**src/rtl/pps_defines.svh**
```systemverilog
// Purpose: constants of the protection pick-up stage
// Assumes: 8-bit byte address, 32-bit register words
// Notes:   definitions only
`ifndef PPS_DEFINES_SVH
`define PPS_DEFINES_SVH

`define PPS_AW            8
`define PPS_DW            32
`define PPS_MW            16

`define PPS_ADDR_CFG      8'h00
`define PPS_ADDR_MODE     8'h04
`define PPS_ADDR_CMD      8'h08
`define PPS_ADDR_PICK     8'h0c
`define PPS_ADDR_STAT     8'h10
`define PPS_ADDR_IRQ_ST   8'h14
`define PPS_ADDR_IRQ_MSK  8'h18
`define PPS_ADDR_EVT_TS   8'h1c
`define PPS_ADDR_EVT_INFO 8'h20
`define PPS_ADDR_FAULT    8'h24
`define PPS_ADDR_TSTAMP   8'h28

`define PPS_CFG_OBJ_LSB   0
`define PPS_CFG_OBJ_MSB   3
`define PPS_CFG_PHASE     4
`define PPS_CFG_REC       5
`define PPS_CFG_UNDER     6
`define PPS_CFG_INSTANT   7
`define PPS_CFG_MODE_OK   8
`define PPS_CFG_W         9
`define PPS_CFG_RST       9'h080

`define PPS_CMD_LATCH     0
`define PPS_CMD_FAULT     1

`define PPS_OBJ_W         4
`define PPS_OBJ_N         10
`define PPS_OBJ_LAST      4'h9
`define PPS_MODE_W        3
`define PPS_MODE_LAST     3'h4
`define PPS_FT_W          3

`define PPS_IRQ_START     0
`define PPS_IRQ_BLOCK     1
`define PPS_IRQ_TRIP      2
`define PPS_IRQ_W         3

`define PPS_PICK_RST      16'h0100
`define PPS_RATIO_PCT     7'h61
`define PPS_FULL_PCT      7'h64
`define PPS_PROD_W        23

`endif

```
**src/rtl/pps_pkg.sv**
```systemverilog
// Purpose: types shared by the pick-up stage files
// Assumes: pps_defines.svh for widths
// Notes:   no constants beyond the enumerations
`include "pps_defines.svh"
package pps_pkg;
    typedef enum logic [`PPS_MODE_W-1:0] {
        PPS_MODE_ON,
        PPS_MODE_BLOCKED,
        PPS_MODE_TEST,
        PPS_MODE_TEST_BLK,
        PPS_MODE_OFF
    } pps_mode_t;

    typedef enum logic [1:0] {
        PPS_ST_IDLE,
        PPS_ST_START,
        PPS_ST_BLOCKED
    } pps_stage_t;
endpackage

```
**src/rtl/pps_pick_if.sv**
```systemverilog
// Purpose: link between the stage control and its pick-up element
// Assumes: one clock domain
// Notes:   picked changes only on a program cycle tick
`timescale 1ns/1ps
`include "pps_defines.svh"
interface pps_pick_if;
    logic [`PPS_MW-1:0] set_level;
    logic [`PPS_MW-1:0] meas;
    logic               under;
    logic               tick;
    logic               picked;

    modport stage (output set_level, output meas, output under,
                   output tick, input picked);
    modport elem  (input set_level, input meas, input under,
                   input tick, output picked);
endinterface

```
**src/rtl/pps_stage.sv**
```systemverilog
// Purpose: protection stage with blocking, events and general settings
// What the document requires
// [RULE1] latch-reset command clears all latches, then reads back idle
// [RULE2] one of ten objects chosen, first by default; push-button leds follow it
// [RULE3] device mode on/blocked/test/test-blocked/off, on by default, gated by permit
// [RULE4] fault-reset logic input clears the latest fault register
// [RULE5] latch-reset logic input clears latches like the back button
// [RULE6] phase-rotation input low means A-B-C, high means A-C-B; the code also selects A-C-B whenever the cfg phase bit is set
// [RULE7] magnitude continuously compared with pick-up level, over or under
// [RULE8] release only past 97 percent of the pick-up level
// [RULE9] blocking input sampled at the start of every program cycle
// [RULE10] pick-up without blocking raises start
// [RULE11] pick-up with blocking raises blocked, no timing or trip
// [RULE12] blocking during start drops start and runs release behaviour
// [RULE13] blocking raises display event and time-stamped log with values, type
// [RULE14] outside source asserts blocking 5 ms before operating delay ends
// [RULE15] measurement recorder off by default, runs only when enabled
// [RULE16] instant operation trips in the same cycle as start
// [RULE17] blocked stage re-evaluates each cycle and starts once unblocked
// Purpose: top of the stage
// Assumes: cycle_tick marks the start of each program cycle
// Notes:   only instant tripping; delayed curves live elsewhere
`timescale 1ns/1ps
`include "pps_defines.svh"
module pps_stage (
    input  wire logic                   clk,
    input  wire logic                   rstn,
    input  wire logic [`PPS_AW-1:0]     addr,
    input  wire logic [`PPS_DW-1:0]     wdata,
    input  wire logic                   wr,
    input  wire logic                   rd,
    output logic      [`PPS_DW-1:0]     rdata,
    input  wire logic                   cycle_tick,
    input  wire logic [`PPS_MW-1:0]     meas,
    input  wire logic                   blk_in,
    input  wire logic [`PPS_FT_W-1:0]   fault_type,
    input  wire logic [`PPS_OBJ_N-1:0]  obj_closed,
    input  wire logic [`PPS_OBJ_N-1:0]  obj_open,
    input  wire logic                   li_reset_latch,
    input  wire logic                   li_reset_fault,
    input  wire logic                   li_phase_rot,
    output logic                        start,
    output logic                        blocked,
    output logic                        trip,
    output logic                        release_evt,
    output logic                        blk_event,
    output logic                        trip_latched,
    output logic                        latch_clear,
    output logic                        led_close,
    output logic                        led_open,
    output logic                        phase_acb,
    output logic      [`PPS_MODE_W-1:0] dev_mode,
    output logic                        rec_run,
    output logic                        irq
);
    pps_pick_if pk ();

    logic [`PPS_CFG_W-1:0]  cfg;
    pps_pkg::pps_mode_t     mode;
    logic [`PPS_MW-1:0]     pick_level;
    logic [`PPS_IRQ_W-1:0]  irq_st;
    logic [`PPS_IRQ_W-1:0]  irq_msk;
    logic [`PPS_DW-1:0]     tstamp;
    logic [`PPS_DW-1:0]     evt_ts;
    logic [`PPS_MW-1:0]     evt_meas;
    logic [`PPS_FT_W-1:0]   evt_type;
    logic [`PPS_MW-1:0]     start_meas;
    logic [`PPS_MW-1:0]     fault_mag;
    logic                   fault_valid;
    logic                   blk_s;
    logic                   eval;
    pps_pkg::pps_stage_t    state;
    pps_pkg::pps_stage_t    next_state;

    // register decode
    wire        wr_cfg   = wr && addr == `PPS_ADDR_CFG;
    wire        wr_mode  = wr && addr == `PPS_ADDR_MODE;
    wire        wr_cmd   = wr && addr == `PPS_ADDR_CMD;
    wire        wr_pick  = wr && addr == `PPS_ADDR_PICK;
    wire        wr_ist   = wr && addr == `PPS_ADDR_IRQ_ST;
    wire        wr_imsk  = wr && addr == `PPS_ADDR_IRQ_MSK;
    wire        mode_ok  = cfg[`PPS_CFG_MODE_OK];
    wire        obj_ok   = wdata[`PPS_CFG_OBJ_MSB:`PPS_CFG_OBJ_LSB]
                           <= `PPS_OBJ_LAST;
    wire        mode_val = wdata[`PPS_MODE_W-1:0] <= `PPS_MODE_LAST;
    wire [`PPS_OBJ_W-1:0] obj_sel = cfg[`PPS_CFG_OBJ_MSB:`PPS_CFG_OBJ_LSB];

    // either path clears the same latches
    wire do_latch_clr = (wr_cmd && wdata[`PPS_CMD_LATCH])            // [RULE1]
                        || li_reset_latch;                           // [RULE5]
    wire do_fault_clr = (wr_cmd && wdata[`PPS_CMD_FAULT])
                        || li_reset_fault;                           // [RULE4]

    wire active  = mode != pps_pkg::PPS_MODE_OFF;                    // [RULE3]
    wire blk_eff = blk_s || mode == pps_pkg::PPS_MODE_BLOCKED
                   || mode == pps_pkg::PPS_MODE_TEST_BLK;
    wire instant = cfg[`PPS_CFG_INSTANT];

    always_comb begin
        next_state = state;
        if (eval) begin
            if (!active || !pk.picked) begin
                next_state = pps_pkg::PPS_ST_IDLE;
            end else if (blk_eff) begin
                next_state = pps_pkg::PPS_ST_BLOCKED;                // [RULE11]
            end else begin
                next_state = pps_pkg::PPS_ST_START;        // [RULE10] [RULE17]
            end
        end
    end

    wire next_start   = next_state == pps_pkg::PPS_ST_START;
    wire next_blocked = next_state == pps_pkg::PPS_ST_BLOCKED;
    // blocking never trips; only instant mode trips here
    wire next_trip    = next_start && instant;                       // [RULE16]
    wire start_rise   = next_start && !start;
    wire trip_rise    = next_trip && !trip;
    wire blk_rise     = next_blocked && !blocked;                    // [RULE13]
    wire from_idle    = state == pps_pkg::PPS_ST_IDLE
                        && next_state != pps_pkg::PPS_ST_IDLE;
    // blocking out of start also counts as a release
    wire next_release = start && !next_start;                        // [RULE12]

    wire [`PPS_IRQ_W-1:0] irq_set = {trip_rise, blk_rise, start_rise};
    // a new event beats a write-one clear in the same cycle
    wire [`PPS_IRQ_W-1:0] next_irq_st =
        (irq_st & ~(wr_ist ? wdata[`PPS_IRQ_W-1:0] : '0)) | irq_set;
    wire [`PPS_IRQ_W-1:0] next_irq_msk =
        wr_imsk ? wdata[`PPS_IRQ_W-1:0] : irq_msk;

    wire [`PPS_DW-1:0] stat_word = {24'h0, fault_valid, trip_latched,
                                    pk.picked, blk_s, trip, blocked, start,
                                    active};
    wire [`PPS_DW-1:0] mode_word = mode_ok ? `PPS_DW'(mode) : '0;   // [RULE3]
    logic [`PPS_DW-1:0] rd_mux;
    always_comb begin
        unique case (addr)
            `PPS_ADDR_CFG:      rd_mux = `PPS_DW'(cfg);
            `PPS_ADDR_MODE:     rd_mux = mode_word;
            `PPS_ADDR_PICK:     rd_mux = `PPS_DW'(pick_level);
            `PPS_ADDR_STAT:     rd_mux = stat_word;
            `PPS_ADDR_IRQ_ST:   rd_mux = `PPS_DW'(irq_st);
            `PPS_ADDR_IRQ_MSK:  rd_mux = `PPS_DW'(irq_msk);
            `PPS_ADDR_EVT_TS:   rd_mux = evt_ts;
            `PPS_ADDR_EVT_INFO: rd_mux = {13'h0, evt_type, evt_meas};
            `PPS_ADDR_FAULT:    rd_mux = `PPS_DW'(fault_mag);
            `PPS_ADDR_TSTAMP:   rd_mux = tstamp;
            // command bits are self-clearing and read as idle
            default:            rd_mux = '0;                         // [RULE1]
        endcase
    end

    // pick-up element sees the live measurement on each tick
    assign pk.set_level = pick_level;
    assign pk.meas      = meas;
    assign pk.under     = cfg[`PPS_CFG_UNDER];
    assign pk.tick      = cycle_tick;

    pps_pickup u_pick (
        .clk  (clk),
        .rstn (rstn),
        .p    (pk.elem)
    );

    // settings
    always_ff @(posedge clk or negedge rstn) begin
        if (!rstn) begin
            cfg        <= `PPS_CFG_RST;                      // [RULE2] [RULE15]
            mode       <= pps_pkg::PPS_MODE_ON;                      // [RULE3]
            pick_level <= `PPS_PICK_RST;
            irq_msk    <= '0;
        end else begin
            if (wr_cfg) begin
                cfg <= obj_ok ? wdata[`PPS_CFG_W-1:0]
                              : {wdata[`PPS_CFG_W-1:`PPS_OBJ_W], obj_sel};
            end
            if (wr_mode && mode_ok && mode_val) begin                // [RULE3]
                mode <= pps_pkg::pps_mode_t'(wdata[`PPS_MODE_W-1:0]);
            end
            if (wr_pick) begin
                pick_level <= wdata[`PPS_MW-1:0];
            end
            irq_msk <= next_irq_msk;
        end
    end

    // program cycle: blocking sampled with the tick, stage judged after
    always_ff @(posedge clk or negedge rstn) begin
        if (!rstn) begin
            blk_s  <= 1'b0;
            eval   <= 1'b0;
            tstamp <= '0;
        end else begin
            if (cycle_tick) begin
                blk_s <= blk_in;                                     // [RULE9]
            end
            eval   <= cycle_tick;
            tstamp <= tstamp + `PPS_DW'(cycle_tick);
        end
    end

    always_ff @(posedge clk or negedge rstn) begin
        if (!rstn) begin
            state       <= pps_pkg::PPS_ST_IDLE;
            start       <= 1'b0;
            blocked     <= 1'b0;
            trip        <= 1'b0;
            release_evt <= 1'b0;
            blk_event   <= 1'b0;
        end else begin
            state       <= next_state;                              // [RULE17]
            start       <= next_start;                    // [RULE10] [RULE12]
            blocked     <= next_blocked;                             // [RULE11]
            trip        <= next_trip;                                // [RULE16]
            release_evt <= next_release;                             // [RULE12]
            blk_event   <= blk_rise;                                 // [RULE13]
        end
    end

    // startup values, event log, latches and fault register
    always_ff @(posedge clk or negedge rstn) begin
        if (!rstn) begin
            start_meas   <= '0;
            evt_ts       <= '0;
            evt_meas     <= '0;
            evt_type     <= '0;
            trip_latched <= 1'b0;
            latch_clear  <= 1'b0;
            fault_mag    <= '0;
            fault_valid  <= 1'b0;
            irq_st       <= '0;
        end else begin
            if (from_idle) begin
                start_meas <= meas;
            end
            if (blk_rise) begin                                      // [RULE13]
                evt_ts   <= tstamp;
                evt_meas <= from_idle ? meas : start_meas;
                evt_type <= fault_type;
            end
            // a fresh trip beats a clear in the same cycle
            trip_latched <= trip_rise || (trip_latched && !do_latch_clr);
            latch_clear  <= do_latch_clr;                   // [RULE1] [RULE5]
            if (trip_rise) begin
                fault_mag <= meas;
            end
            fault_valid <= trip_rise || (fault_valid && !do_fault_clr);
            irq_st      <= next_irq_st;
        end
    end

    // outputs toward panel, matrix and recorder
    always_ff @(posedge clk or negedge rstn) begin
        if (!rstn) begin
            rdata     <= '0;
            led_close <= 1'b0;
            led_open  <= 1'b0;
            phase_acb <= 1'b0;
            dev_mode  <= '0;
            rec_run   <= 1'b0;
            irq       <= 1'b0;
        end else begin
            rdata     <= rd ? rd_mux : '0;
            led_close <= obj_closed[obj_sel];                        // [RULE2]
            led_open  <= obj_open[obj_sel];                          // [RULE2]
            // logic input and setting: either one selects A-C-B
            phase_acb <= li_phase_rot || cfg[`PPS_CFG_PHASE];        // [RULE6]
            dev_mode  <= mode;
            rec_run   <= cfg[`PPS_CFG_REC];                          // [RULE15]
            irq       <= |(next_irq_st & next_irq_msk);
        end
    end
endmodule

```
**src/rtl/pps_pickup.sv**
```systemverilog
// Purpose: pick-up element with fixed reset ratio
// Assumes: set level and measurement in the same unit
// Notes:   ratio taken by cross multiplication, no divider
`timescale 1ns/1ps
`include "pps_defines.svh"
module pps_pickup (
    input  wire logic clk,
    input  wire logic rstn,
    pps_pick_if.elem  p
);
    logic [`PPS_PROD_W-1:0] meas_full;
    logic [`PPS_PROD_W-1:0] set_full;
    logic [`PPS_PROD_W-1:0] meas_ratio;
    logic [`PPS_PROD_W-1:0] set_ratio;
    logic                   over_pick;
    logic                   over_hold;
    logic                   under_pick;
    logic                   under_hold;
    logic                   next_picked;
    logic                   picked;

    // scaled compare stands in for the ratio meas / set
    assign meas_full  = `PPS_PROD_W'(p.meas * `PPS_FULL_PCT);          // [RULE7]
    assign set_full   = `PPS_PROD_W'(p.set_level * `PPS_FULL_PCT);
    assign meas_ratio = `PPS_PROD_W'(p.meas * `PPS_RATIO_PCT);
    assign set_ratio  = `PPS_PROD_W'(p.set_level * `PPS_RATIO_PCT);

    assign over_pick  = meas_full > set_full;                        // [RULE7]
    assign over_hold  = meas_full >= set_ratio;                      // [RULE8]
    assign under_pick = meas_full < set_full;                        // [RULE7]
    // undervalue mirrors the band: release once meas*0.97 reaches set
    assign under_hold = meas_ratio < set_full;                       // [RULE8]

    assign next_picked = p.under ? (picked ? under_hold : under_pick)
                                 : (picked ? over_hold  : over_pick);

    always_ff @(posedge clk or negedge rstn) begin
        if (!rstn) begin
            picked <= 1'b0;
        end else if (p.tick) begin
            picked <= next_picked;
        end
    end

    assign p.picked = picked;
endmodule

```
**config.mk**
```make
export PLATFORM = sky130hd
export DESIGN_NAME = pps_stage
export DESIGN_NICKNAME = d
export VERILOG_FILES = /design/src/rtl/pps_pkg.sv /design/src/rtl/pps_pick_if.sv /design/src/rtl/pps_stage.sv /design/src/rtl/pps_pickup.sv
export VERILOG_INCLUDE_DIRS = /design/src /design/src/rtl
export SDC_FILE = /design/constraint.sdc
export NUM_CORES = 1
export LEC_CHECK = 0
export ABC_AREA = 1
export BUFFER_PORTS_ARGS = -buffer_cell sky130_fd_sc_hd__clkbuf_2
export CAP_MARGIN = 25
export CORE_MARGIN = 10
export CORE_UTILIZATION = 66
export DETAILED_ROUTE_END_ITERATION = 8
export PLACE_DENSITY = 0.95
export SLEW_MARGIN = 40
export SYNTH_ARGS = -nofsm -noshare
export SYNTH_HDL_FRONTEND = slang
export SYNTH_SLANG_ARGS = --single-unit
```
**constraint.sdc**
```tcl
create_clock -name clk -period 8.04 [get_ports clk]
set_clock_uncertainty 0.2 [all_clocks]
set_input_delay 1.608 -clock clk [delete_from_list [all_inputs] [get_ports clk]]
set_output_delay 1.608 -clock clk [all_outputs]
set_load 0.03 [all_outputs]
```
# [Word-level counts from Yosys, hierarchy flattened]
# Index checks and enable logic that the tools add are counted.
[op_classes] addsub=1 multipliers=4 order_cmp=7 eq_ne=15 n_mux=16 bitwise=4 n_reduce_logical=39
[op_table] cell="one-hot mux 32 bit (10 select lines)" n=1
[op_table] cell="< comparator 23 bit" n=2
[op_table] cell="multiplier 16 x 7 -> 23 bit (second input constant)" n=2
[op_table] cell="multiplier 16 x 5 -> 21 bit (second input constant)" n=2
[op_table] cell="adder 32 x 1 -> 32 bit" n=1
[op_table] cell="== test 8 x 5 -> 1 bit (second input constant)" n=4
[op_table] cell="2-to-1 mux 32 bit" n=1
[op_table] cell="== test 8 x 6 -> 1 bit (second input constant)" n=3
[op_table] cell="greater-or-equal comparator 23 bit" n=1
[op_table] cell="greater-than comparator 23 bit" n=1
[op_table] cell="logical AND 1 bit" n=18
[op_table] cell="== test 8 x 4 -> 1 bit (second input constant)" n=2
[op_table] cell="2-to-1 mux 16 bit" n=1
[op_table] cell="2-to-1 mux 3 bit" n=3
[op_table] cell="binary-select mux 1 bit (select 4 bit)" n=2
[op_table] cell="== test 8 x 3 -> 1 bit (second input constant)" n=1
[op_table] cell="zero test 1 bit" n=8
[op_table] cell="zero test 8 bit" n=1
[op_table] cell="logical OR 1 bit" n=8
[op_table] cell="bitwise AND 3 bit" n=2
[op_table] cell="2-to-1 mux 2 bit" n=3
[op_table] cell="< comparator 4 x 5 -> 1 bit (second input constant)" n=1
[op_table] cell="2-to-1 mux 1 bit" n=5
[op_table] cell="<= comparator 4 bit (second input constant)" n=1
[op_table] cell="12 further kinds" n=12
[word_totals] register_bits=202 in_bits=88 word_cells=117

# [Depth between registers and ports, before layout]
# Gate-level depths: netlist (run 1).
[depth] word_depth=12 depth_mapped=30 ltp_nobuf=30

# [Cells and area by module]
# From an unflattened synthesis (run 1), not the netlist that was laid out.
[hier_totals] cells_unflattened=2078 area_unflattened_um2=16330.7
[modules_own_cells] mod="pps_stage" n_inst=1 cells_each=1101 area_each_um2=9196.3 seq_area_each_um2=5032.3
[modules_own_cells] mod="pps_pickup" n_inst=1 cells_each=977 area_each_um2=7134.3 seq_area_each_um2=25.0

# [Worst setup path after synthesis (run 1)]
# OpenSTA, ideal clock, no wires.
[synth_timing] path_kind="in2reg" start="in meas[3]" end="reg u_pick.picked (netlist: u_pick.p.picked)" setup_ps=117 arrival_time_ps=5375 slack_ps=2348 path_stages=26 path_buffers=0 cell_sequence="ha_1 > ha_1 > inv_1 > fa_1 > inv_1 > ha_1 > inv_1 > nor3_1 > nand2_1 > o211ai_1 > a21oi_1 > o21bai_1 > nand2_1 > a31oi_1 > nand3_1 > nand3_1 > nand2_1 > ha_1 > nand4_1 > or2_2 > a21oi_1 > nand3_1 > nand4_1 > nand2_1 > nand3_1 > nand2_1"
[synth_between] elab_chain_len=4
[synth_rtl] element="from (decl)" line="pps_stage.sv:34" source="input wire logic [`PPS_MW-1:0] meas,"
[synth_rtl] element="multiplier 16 x 5 -> 21 bit (no line) / multiplier 16 x 7 -> 23 bit (equally long branches)"
[synth_rtl] element="greater-than comparator 23 bit, or another cell as far along" line="pps_pickup.sv:28" source="assign over_pick = meas_full > set_full;"
[synth_rtl] element="2-to-1 mux 1 bit, on equally long branches" line="pps_pickup.sv:35, pps_pickup.sv:34"
[synth_rtl] element="2-to-1 mux 1 bit *" line="pps_pickup.sv:34" source="assign next_picked = p.under ? (picked ? under_hold : under_pick)"
[synth_rtl] element="to (signal assigned)" line="pps_pickup.sv:41" source="picked <= next_picked;"
[synth_rtl] element="to (decl)" line="pps_pickup.sv:20" source="logic picked;"
# Every way passes the cells marked *; elsewhere a longest branch is shown, timed or not.
# A chain may end at the register's enable or synchronous reset.

# [Worst setup path in the final report (run 1)]
[layout_timing] start="in meas[4]" end="reg u_pick.picked (netlist: u_pick.p.picked)"
# Same word-level chain as after synthesis.

==> results of run 1 <==
[worst paths after layout]
check	startpoint	to	slack, ps	depth (start not counted)
worst max-delay path	meas[4]	u_pick.p.picked	1790	30
worst min-delay path	mode[1]	dev_mode[1]	250	0
worst max register to register	pick_level[3]	u_pick.p.picked	2540	29
worst min register to register	mode[1]	dev_mode[1]	250	0
max in group asynchronous	rstn	evt_meas[15]	5540	2
min in group asynchronous	rstn	evt_ts[0]	900	1
[cell usage in the layout, fill, tap and decap left out, types with 3 or more instances in the layout]
| cell type | n |
|---|---|
| a211oi_1 | 3 |
| a21o_1 | 4 |
| a21oi_1 | 110 |
| a221oi_1 | 19 |
| a31oi_1 | 11 |
| clkbuf_1 | 5 |
| clkbuf_16 | 22 |
| clkbuf_2 | 117 |
| clkbuf_8 | 5 |
| dfrtp_1 | 200 |
| fa_1 | 42 |
| ha_1 | 233 |
| inv_1 | 302 |
| inv_2 | 6 |
| mux2i_1 | 4 |
| nand2_1 | 446 |
| nand2_2 | 4 |
| nand3_1 | 67 |
| nand4_1 | 23 |
| nor2_1 | 83 |
| nor2_4 | 6 |
| nor3_1 | 24 |
| nor3_2 | 3 |
| nor4_1 | 3 |
| nor4_2 | 3 |
| o2111ai_1 | 5 |
| o211ai_1 | 5 |
| o21a_1 | 3 |
| o21ai_0 | 119 |
| o21ai_1 | 10 |
| o21bai_1 | 6 |
| o221ai_1 | 7 |
| o22ai_1 | 5 |
| or2_2 | 5 |
| xnor2_1 | 19 |
| xor2_1 | 64 |
[sequential cells by signal (all words and copies together), names as in the netlist, 2 cells and up]
| register | flops |
|---|---|
| cfg | 9 |
| dev_mode | 3 |
| evt_meas | 16 |
| evt_ts | 32 |
| evt_type | 3 |
| fault_mag | 16 |
| irq_msk | 3 |
| irq_st | 3 |
| mode | 3 |
| pick_level | 16 |
| rdata | 32 |
| start_meas | 16 |
| state | 2 |
| tstamp | 32 |
[power groups by stage]
stage	Combinational (uW)	Sequential (uW)	Clock (uW)
6_report	2200	1390	951
2_1_floorplan	1580	1360	0
3_5_place_dp	2120	1380	0
4_1_cts	2160	1380	947
5_1_grt	2490	1400	996
3_3_place_gp	1970	1370	0
[through the flow]
| stage | instance area (um^2) | utilization | setup slack [ps] | instances | total power (uW) |
|---|---|---|---|---|---|
| 2_1_floorplan | 15600 | - | 2350 | 1900 | 2940 |
| 3_3_place_gp | 16500 | 0.706 | 1550 | 2307 | 3340 |
| 3_5_place_dp | 16500 | 0.708 | 1440 | 2308 | 3500 |
| 4_1_cts | 17200 | 0.736 | 1940 | 2343 | 4480 |
| 5_1_grt | 17200 | 0.736 | 1480 | 2344 | 4890 |
| 6_report | 17200 | 0.736 | 1790 | 2344 | 4530 |
[cell families after synthesis]
group	Yosys count
XOR/XNOR	83
AO/OA/AOI/OAI	319
multiplexers	5
flip-flops	202
adder cells (fa/ha/maj)	275
AND/OR/NAND/NOR	674
buffers and inverters	342
[area by class of cell]
class                           instances  area (um^2)
Sequential cell                       202         5060
Multi-Input combinational cell       1356         9240
Clock inverter                          4         48.8
Fill cell                            1521         6150
Inverter                              310         1170
Timing Repair Buffer                  121          657
Clock buffer                           31          613
Tap cell                              319          399
Antenna cell                            1         2.50
[metal layers]
layer | part of all wire | routed length [um] | vias to the layer above | GRT usage
li1 | - | - | 6458 | -
met1 | 0.36 | 15800 | 6686 | 0.306
met2 | 0.49 | 21300 | 770 | 0.497
met3 | 0.087 | 3760 | 213 | 0.0627
met4 | 0.059 | 2550 | 2 | 0.173
met5 | 0.00030 | 13 | - | 0
==> impl_results.md, run 1 <==
* GRT Total Usage at 0.283
* Slew Viols, Final at 0
* Most common library cells after synthesis: nand2_1, inv_1, ha_1
* # DRC at 0
* Synth Area in Simple Gates at 0.183
* Synth Area in Compound Gates at 0.117
* Type of the worst min-delay path: flip-flop to flip-flop
* Die Area at between 30000 and 40000 um^2
* Site row count at 56
* WL final at between 40 and 50 mm
* Dpl hpwl at 32.2 mm
* Clk pwr share at 0.210
* Top Ports at 135
* Yosys warns at 0
* Resized cells post-CTS at 0
* Final Hold Violating Endpoints at 0
* Top_reg_cell synth: dfrtp_1
* Setup crit start kind: input port
* Xor/xnor share of the synthesized area at 0.0467
* Vias in the first global route at 14755
* EDFF count, synth at 0
* Clk sink count at between 200 and 250
* Syn Nets at between 2000 and 2500
* Initial Utilization at 0.668
* Overflow after GRT at 0
* Post-Synth Adder-Cell Area at 0.241
* Logic gate share of total power at 0.484
* Final period util at 0.778
* Postcts setup bufs at 0
* Hold buffers post-CTS at 0
* Root Buffer: clkbuf_16
* Slew HR at 0.452
* Count leader, synth: nand2_1
* Post-synth ARST share at 1.00
* CP bufs+invs at 5
* Area contributors post-synth: dfrtp_1, ha_1, nand2_1
* Clk Latency, worst-skew pair at 490 ps
* Arrival time of the worst setup path at between 6000 and 7000 ps
* Die X at around 170 um
* Core area at between 20000 and 25000 um^2
* Post-Syn Area at ~16000 um^2
* H-tree depth at 1
* Min Hold Slack at approximately 250 ps
* CP max FO at 5
* Yosys top cell by area: dfrtp_1
* Distinct cells, synth at 53
* NetSw at 1930 uW
* Layout cells sized above 1 at 0.0939
* Share of the synthesized area in the top cell type at 0.321
* #FFs+latches synth at 202
* Switching part of the total at 0.425
* Slew @ Worst Pin at between 800 and 900 ps
* FMAX at around 160 MHz
* Global-route wire length before repair at just over 70 mm
* Worst setup EP type: flip-flop
* Final nets at between 2000 and 2500
* # Max-Cap Violations at 0
* CTS Buf Count at 21
* Data required, critical path at a little over 8000 ps
* Via Count at between 10000 and 15000
* CTS tree: built
* Final setup viols at 0
* PortBufs at around 120
* Crit-path slowest cell: fa_1
* RSZ-0062 raised after global routing: no
* Setup TNS at 0 ps
* Max clock buf depth at 3
* Vias per cell at roughly 6.0
* P_leak at 0.00925 uW
* Antenna violations before repair at 2
* Synth Instances at 1900
* Post-route ant nets at 0
* Status: complete, no violations
* Largest family of logic cells by synthesized area: adder cells
* Placer Congestion at 0.906
* Area Overhead vs Synth at 10.3%
* Seq pwr share at 0.306
* Crit-path max cell delay at 510 ps
* Final min period at between 6000 and 7000 ps
* Largest net degree at the start of global routing at 119
* Routed WL per cell at between 15 and 20 um
* Die Span Y at about 170 um
* Int Pwr at 2610 uW
* Peak supply drop at between 0.15 and 0.2 mV
* Post-synthesis mux area share at 0.00329
* Crit path max-delay family: simple AND/OR/NAND/NOR gates
* PD cells at approximately 260 nW/um^2
* Critical path class: input port to flip-flop
* Avg Cell Area, Syn at around 8.2 um^2
* Worst-path clk slew at ~60 ps
* DR pass1 iterations at 7
* Initial DRC Count at about 1400
* Post-synthesis sequential area ratio at 0.325
Note: power is estimated with default switching activity, not from simulation.
==> run 2: changes to the inputs <==
ABC_AREA = 0   (was 1)
CORE_UTILIZATION = 61   (was 66)
PLACE_DENSITY = 0.9   (was 0.95)
clock period = 6 ns   (was 8.04 ns; I/O delays follow)
==> impl_results.md, run 2 <==
* Ant diodes at 0 (was 1)
* Synth Instances at 1414 (was 1900)
* Xor/xnor share of the synthesized area at 0.0503 (was 0.0467)
* Overflow after GRT at 0 (unchanged)
* Setup crit start kind: input port (unchanged)
* Clk Latency, worst-skew pair at 490 ps (about the same)
* Avg Cell Area, Syn at 10.6 um^2 (was 8.20 um^2)
* Dpl hpwl at 30.3 mm (was 32.2 mm)
* Fill cells at 1562 (was 1521)
* Clk sink count at 202 (unchanged)
* Hold buffers post-CTS at 0 (unchanged)
* Top Ports at 135 (unchanged)
* Arrival time of the worst setup path at 5990 ps (was 6440 ps)
* Vias per cell at 6.41 (was 6.03)
* Largest net degree at the start of global routing at 95 (was 119)
* Final period util at 0.968
* Largest family of logic cells by synthesized area: adder cells (unchanged)
* Distinct cells, synth at 63 (was 53)
* CP max FO at 3 (was 5)
* Slew HR at 0.419 (was 0.452)
* Die X at 177 um (was 174 um)
* Final setup margin at 194 ps (was 1790 ps)
* Initial DRC Count at 1332 (was 1416)
* # DRC at 0 (unchanged)
* Die Area at 31200 um^2 (was 30100 um^2)
* Worst setup EP type: flip-flop (unchanged)
* Critical path class: input port to flip-flop (unchanged)
* DR pass1 iterations at 9 (was 7)
* Data required, critical path at 6180 ps (was 8220 ps)
* Global-route wire length before repair at 66.4 mm (was 71.3 mm)
* Site row count at 57 (was 56)
* WL final at 41.8 mm (was 43.4 mm)
* #FFs+latches synth at 202 (unchanged)
* Commonest cells after routing, fill and taps aside: ha_1, dfrtp_1, inv_1 (was nand2_1, inv_1, ha_1)
* Post-synth ARST share at 1.00 (unchanged)
* Max clock buf depth at 3 (unchanged)
* GRT Total Usage at 0.261 (was 0.283)
* Routed WL per cell at 21.8 um (was 18.5 um)
* Status: complete, no violations (unchanged)
* Final nets at 1942 (was 2375)
* Area Overhead vs Synth at 13.0% (was 10.3%)
* Slew @ Worst Pin at 869 ps (was 819 ps)
* Area of the multi-input gates at 9280 um^2 (was 9240 um^2)
* Final Hold Violating Endpoints at 0 (unchanged)
* Syn Nets at 1777 (was 2263)
* # Max-Cap Violations at 0 (unchanged)
* Yosys warns at 0 (unchanged)
* Antenna violations before repair at 0 (was 2)
* Root Buffer: clkbuf_16 (unchanged)
* Count leader, synth: ha_1 (was nand2_1)
* Type of the worst min-delay path: flip-flop to flip-flop (unchanged)
* Post-synthesis mux area share at 0.0921 (was 0.00329)
* Largest regs: evt_ts x32, rdata x32, tstamp x32 (unchanged)
* Yosys top cell by area: dfrtp_1 (unchanged)
* Layout cells sized above 1 at 0.214 (was 0.0939)
* Initial Utilization at 0.618 (was 0.668)
* H-tree depth at 1 (unchanged)
* Post-place setup slack at -207 ps (was 1440 ps)
* Min Hold Slack at 236 ps (was 251 ps)
* P_leak at 0.00875 uW (was 0.00925 uW)
* Slew Viols, Final at 0 (unchanged)
* PD cells at 254 nW/um^2 (was 264 nW/um^2)
* Final setup viols at 0 (unchanged)
* EDFF count, synth at 0 (unchanged)
* Synth Area in Simple Gates at 0.0904 (was 0.183)
* Synth Area in Compound Gates at 0.132 (was 0.117)
* RSZ-0062 raised after global routing: no (unchanged)
* FMAX at approximately 170 MHz
* Via Count at 12274 (was 14129)
* Core area at 24200 um^2 (was 23300 um^2)
* Vias in the first global route at 12957 (was 14755)
* CTS tree: built (unchanged)
* Placer Congestion at 0.930 (was 0.906)
* Die Span Y at 177 um (was 174 um)
* CTS Buf Count at 18 (was 21)
* Final min period at ~5800 ps
* Share of the synthesized area in the top cell type at 0.334 (was 0.321)
* Area contributors post-synth: dfrtp_1, ha_1, mux2_2 (was dfrtp_1, ha_1, nand2_1)
* Worst-path clk slew at 70 ps (was 60 ps)
* Final Power at 4310 uW (was 4530 uW)
* Top_reg_cell synth: dfrtp_1 (unchanged)
* Post-Syn Area at 15000 um^2 (was 15600 um^2)
* Post-Synth Adder-Cell Area at 0.251 (was 0.241)
* Post-route ant nets at 0 (unchanged)
* Sequential cell area at 5060 um^2 (unchanged)
* Layout Utilization at 0.699 (was 0.736)
* Peak supply drop at 0.158 mV (was 0.197 mV)
* Commonest non-fill, non-tap cell in the layout: ha_1 (was nand2_1)
* Most common library cells after synthesis: ha_1, dfrtp_1, inv_1 (was nand2_1, inv_1, ha_1)
* Post-synthesis sequential area ratio at 0.338 (was 0.325)
* PortBufs at 118 (unchanged)
==> run 2: cell types whose count changed after synthesis, moves of 33 or more <==
cell,previous run,this run
mux2_2,1,111
o21ai_0,119,30
a21oi_1,110,54
inv_1,304,160
xnor2_1,19,57
xor2_1,64,29
nand3_1,67,34
a22oi_1,0,35
nand2_1,447,49
==> run 2: kinds of logic after synthesis <==
| family | Yosys count |
|---|---|
| flip-flops | 202 |
| XOR/XNOR | 86 |
| AND/OR/NAND/NOR | 268 |
| multiplexers | 119 |
| buffers and inverters | 186 |
| AO/OA/AOI/OAI | 278 |
| adder cells (fa/ha/maj) | 275 |
==> run 2: where the power goes <==
group | switching, uW | internal (uW) | leakage (uW)
registers | 81.4 | 1410 | 0.00276
logic | 916 | 742 | 0.00571
clock network | 511 | 649 | 0.000279
total | 1510 | 2800 | 0.00875
==> run 2: cell type report <==
cell class	count	share of cell area
Multi-Input combinational cell	1026	0.548
Sequential cell	202	0.299
Timing Repair Buffer	171	0.0598
Inverter	160	0.0355
Clock buffer	25	0.0306
Tap cell	324	0.0239
Clock inverter	6	0.00355
==> run 2: what timing repair did <==
action                                  in CTS  in global routing
gates resized for setup                      0                  1
endpoints found under the hold margin        0                  0
buffers inserted                             0                  0
endpoints found under the setup margin       0                  1
==> run 2: final timing paths <==
kind / from / end / slack (ps) / depth (start not counted)
min in group asynchronous: rstn / pick_level[2] / 600 / 1
max in group asynchronous: rstn / irq_st[2] / 3870 / 2
min reg2reg: mode[2] / dev_mode[2] / 240 / 0
max: meas[3] / u_pick.p.picked / 190 / 23
max reg2reg: pick_level[3] / u_pick.p.picked / 280 / 22
min: mode[2] / dev_mode[2] / 240 / 0
==> run 2: metrics by stage <==
stage	TNS (ps)	cell area, um^2	instances
floorplan	0	15000	1414
global placement	-59.6	16300	1881
detailed placement	-207	16300	1882
CTS	0	16900	1913
global route	0	16900	1914
finish	0	16900	1914
==> run 2: per-layer routing <==
layer,track usage,share of wire,vias up
met5,0,0,-
met2,0.443,0.48,712
met3,0.0446,0.085,214
met1,0.305,0.37,5925
met4,0.153,0.065,0
li1,-,-,5423
==> run 2: worst max-delay path, cell delays in order <==
cell      delay (ps)
clkbuf_2         110
ha_1             300
ha_1             310
inv_1             60
fa_1             510
inv_1             50
ha_1             310
o21a_1           200
o31a_1           130
o211a_4          270
o31ai_1          230
a21boi_0         130
o21ai_0          210
nand2_1          100
a31oi_1          200
xnor2_1          170
ha_1             280
and4_1           250
and3_1           210
o221ai_1          70
o21ai_0          140
or3_1            390
o211ai_1         150
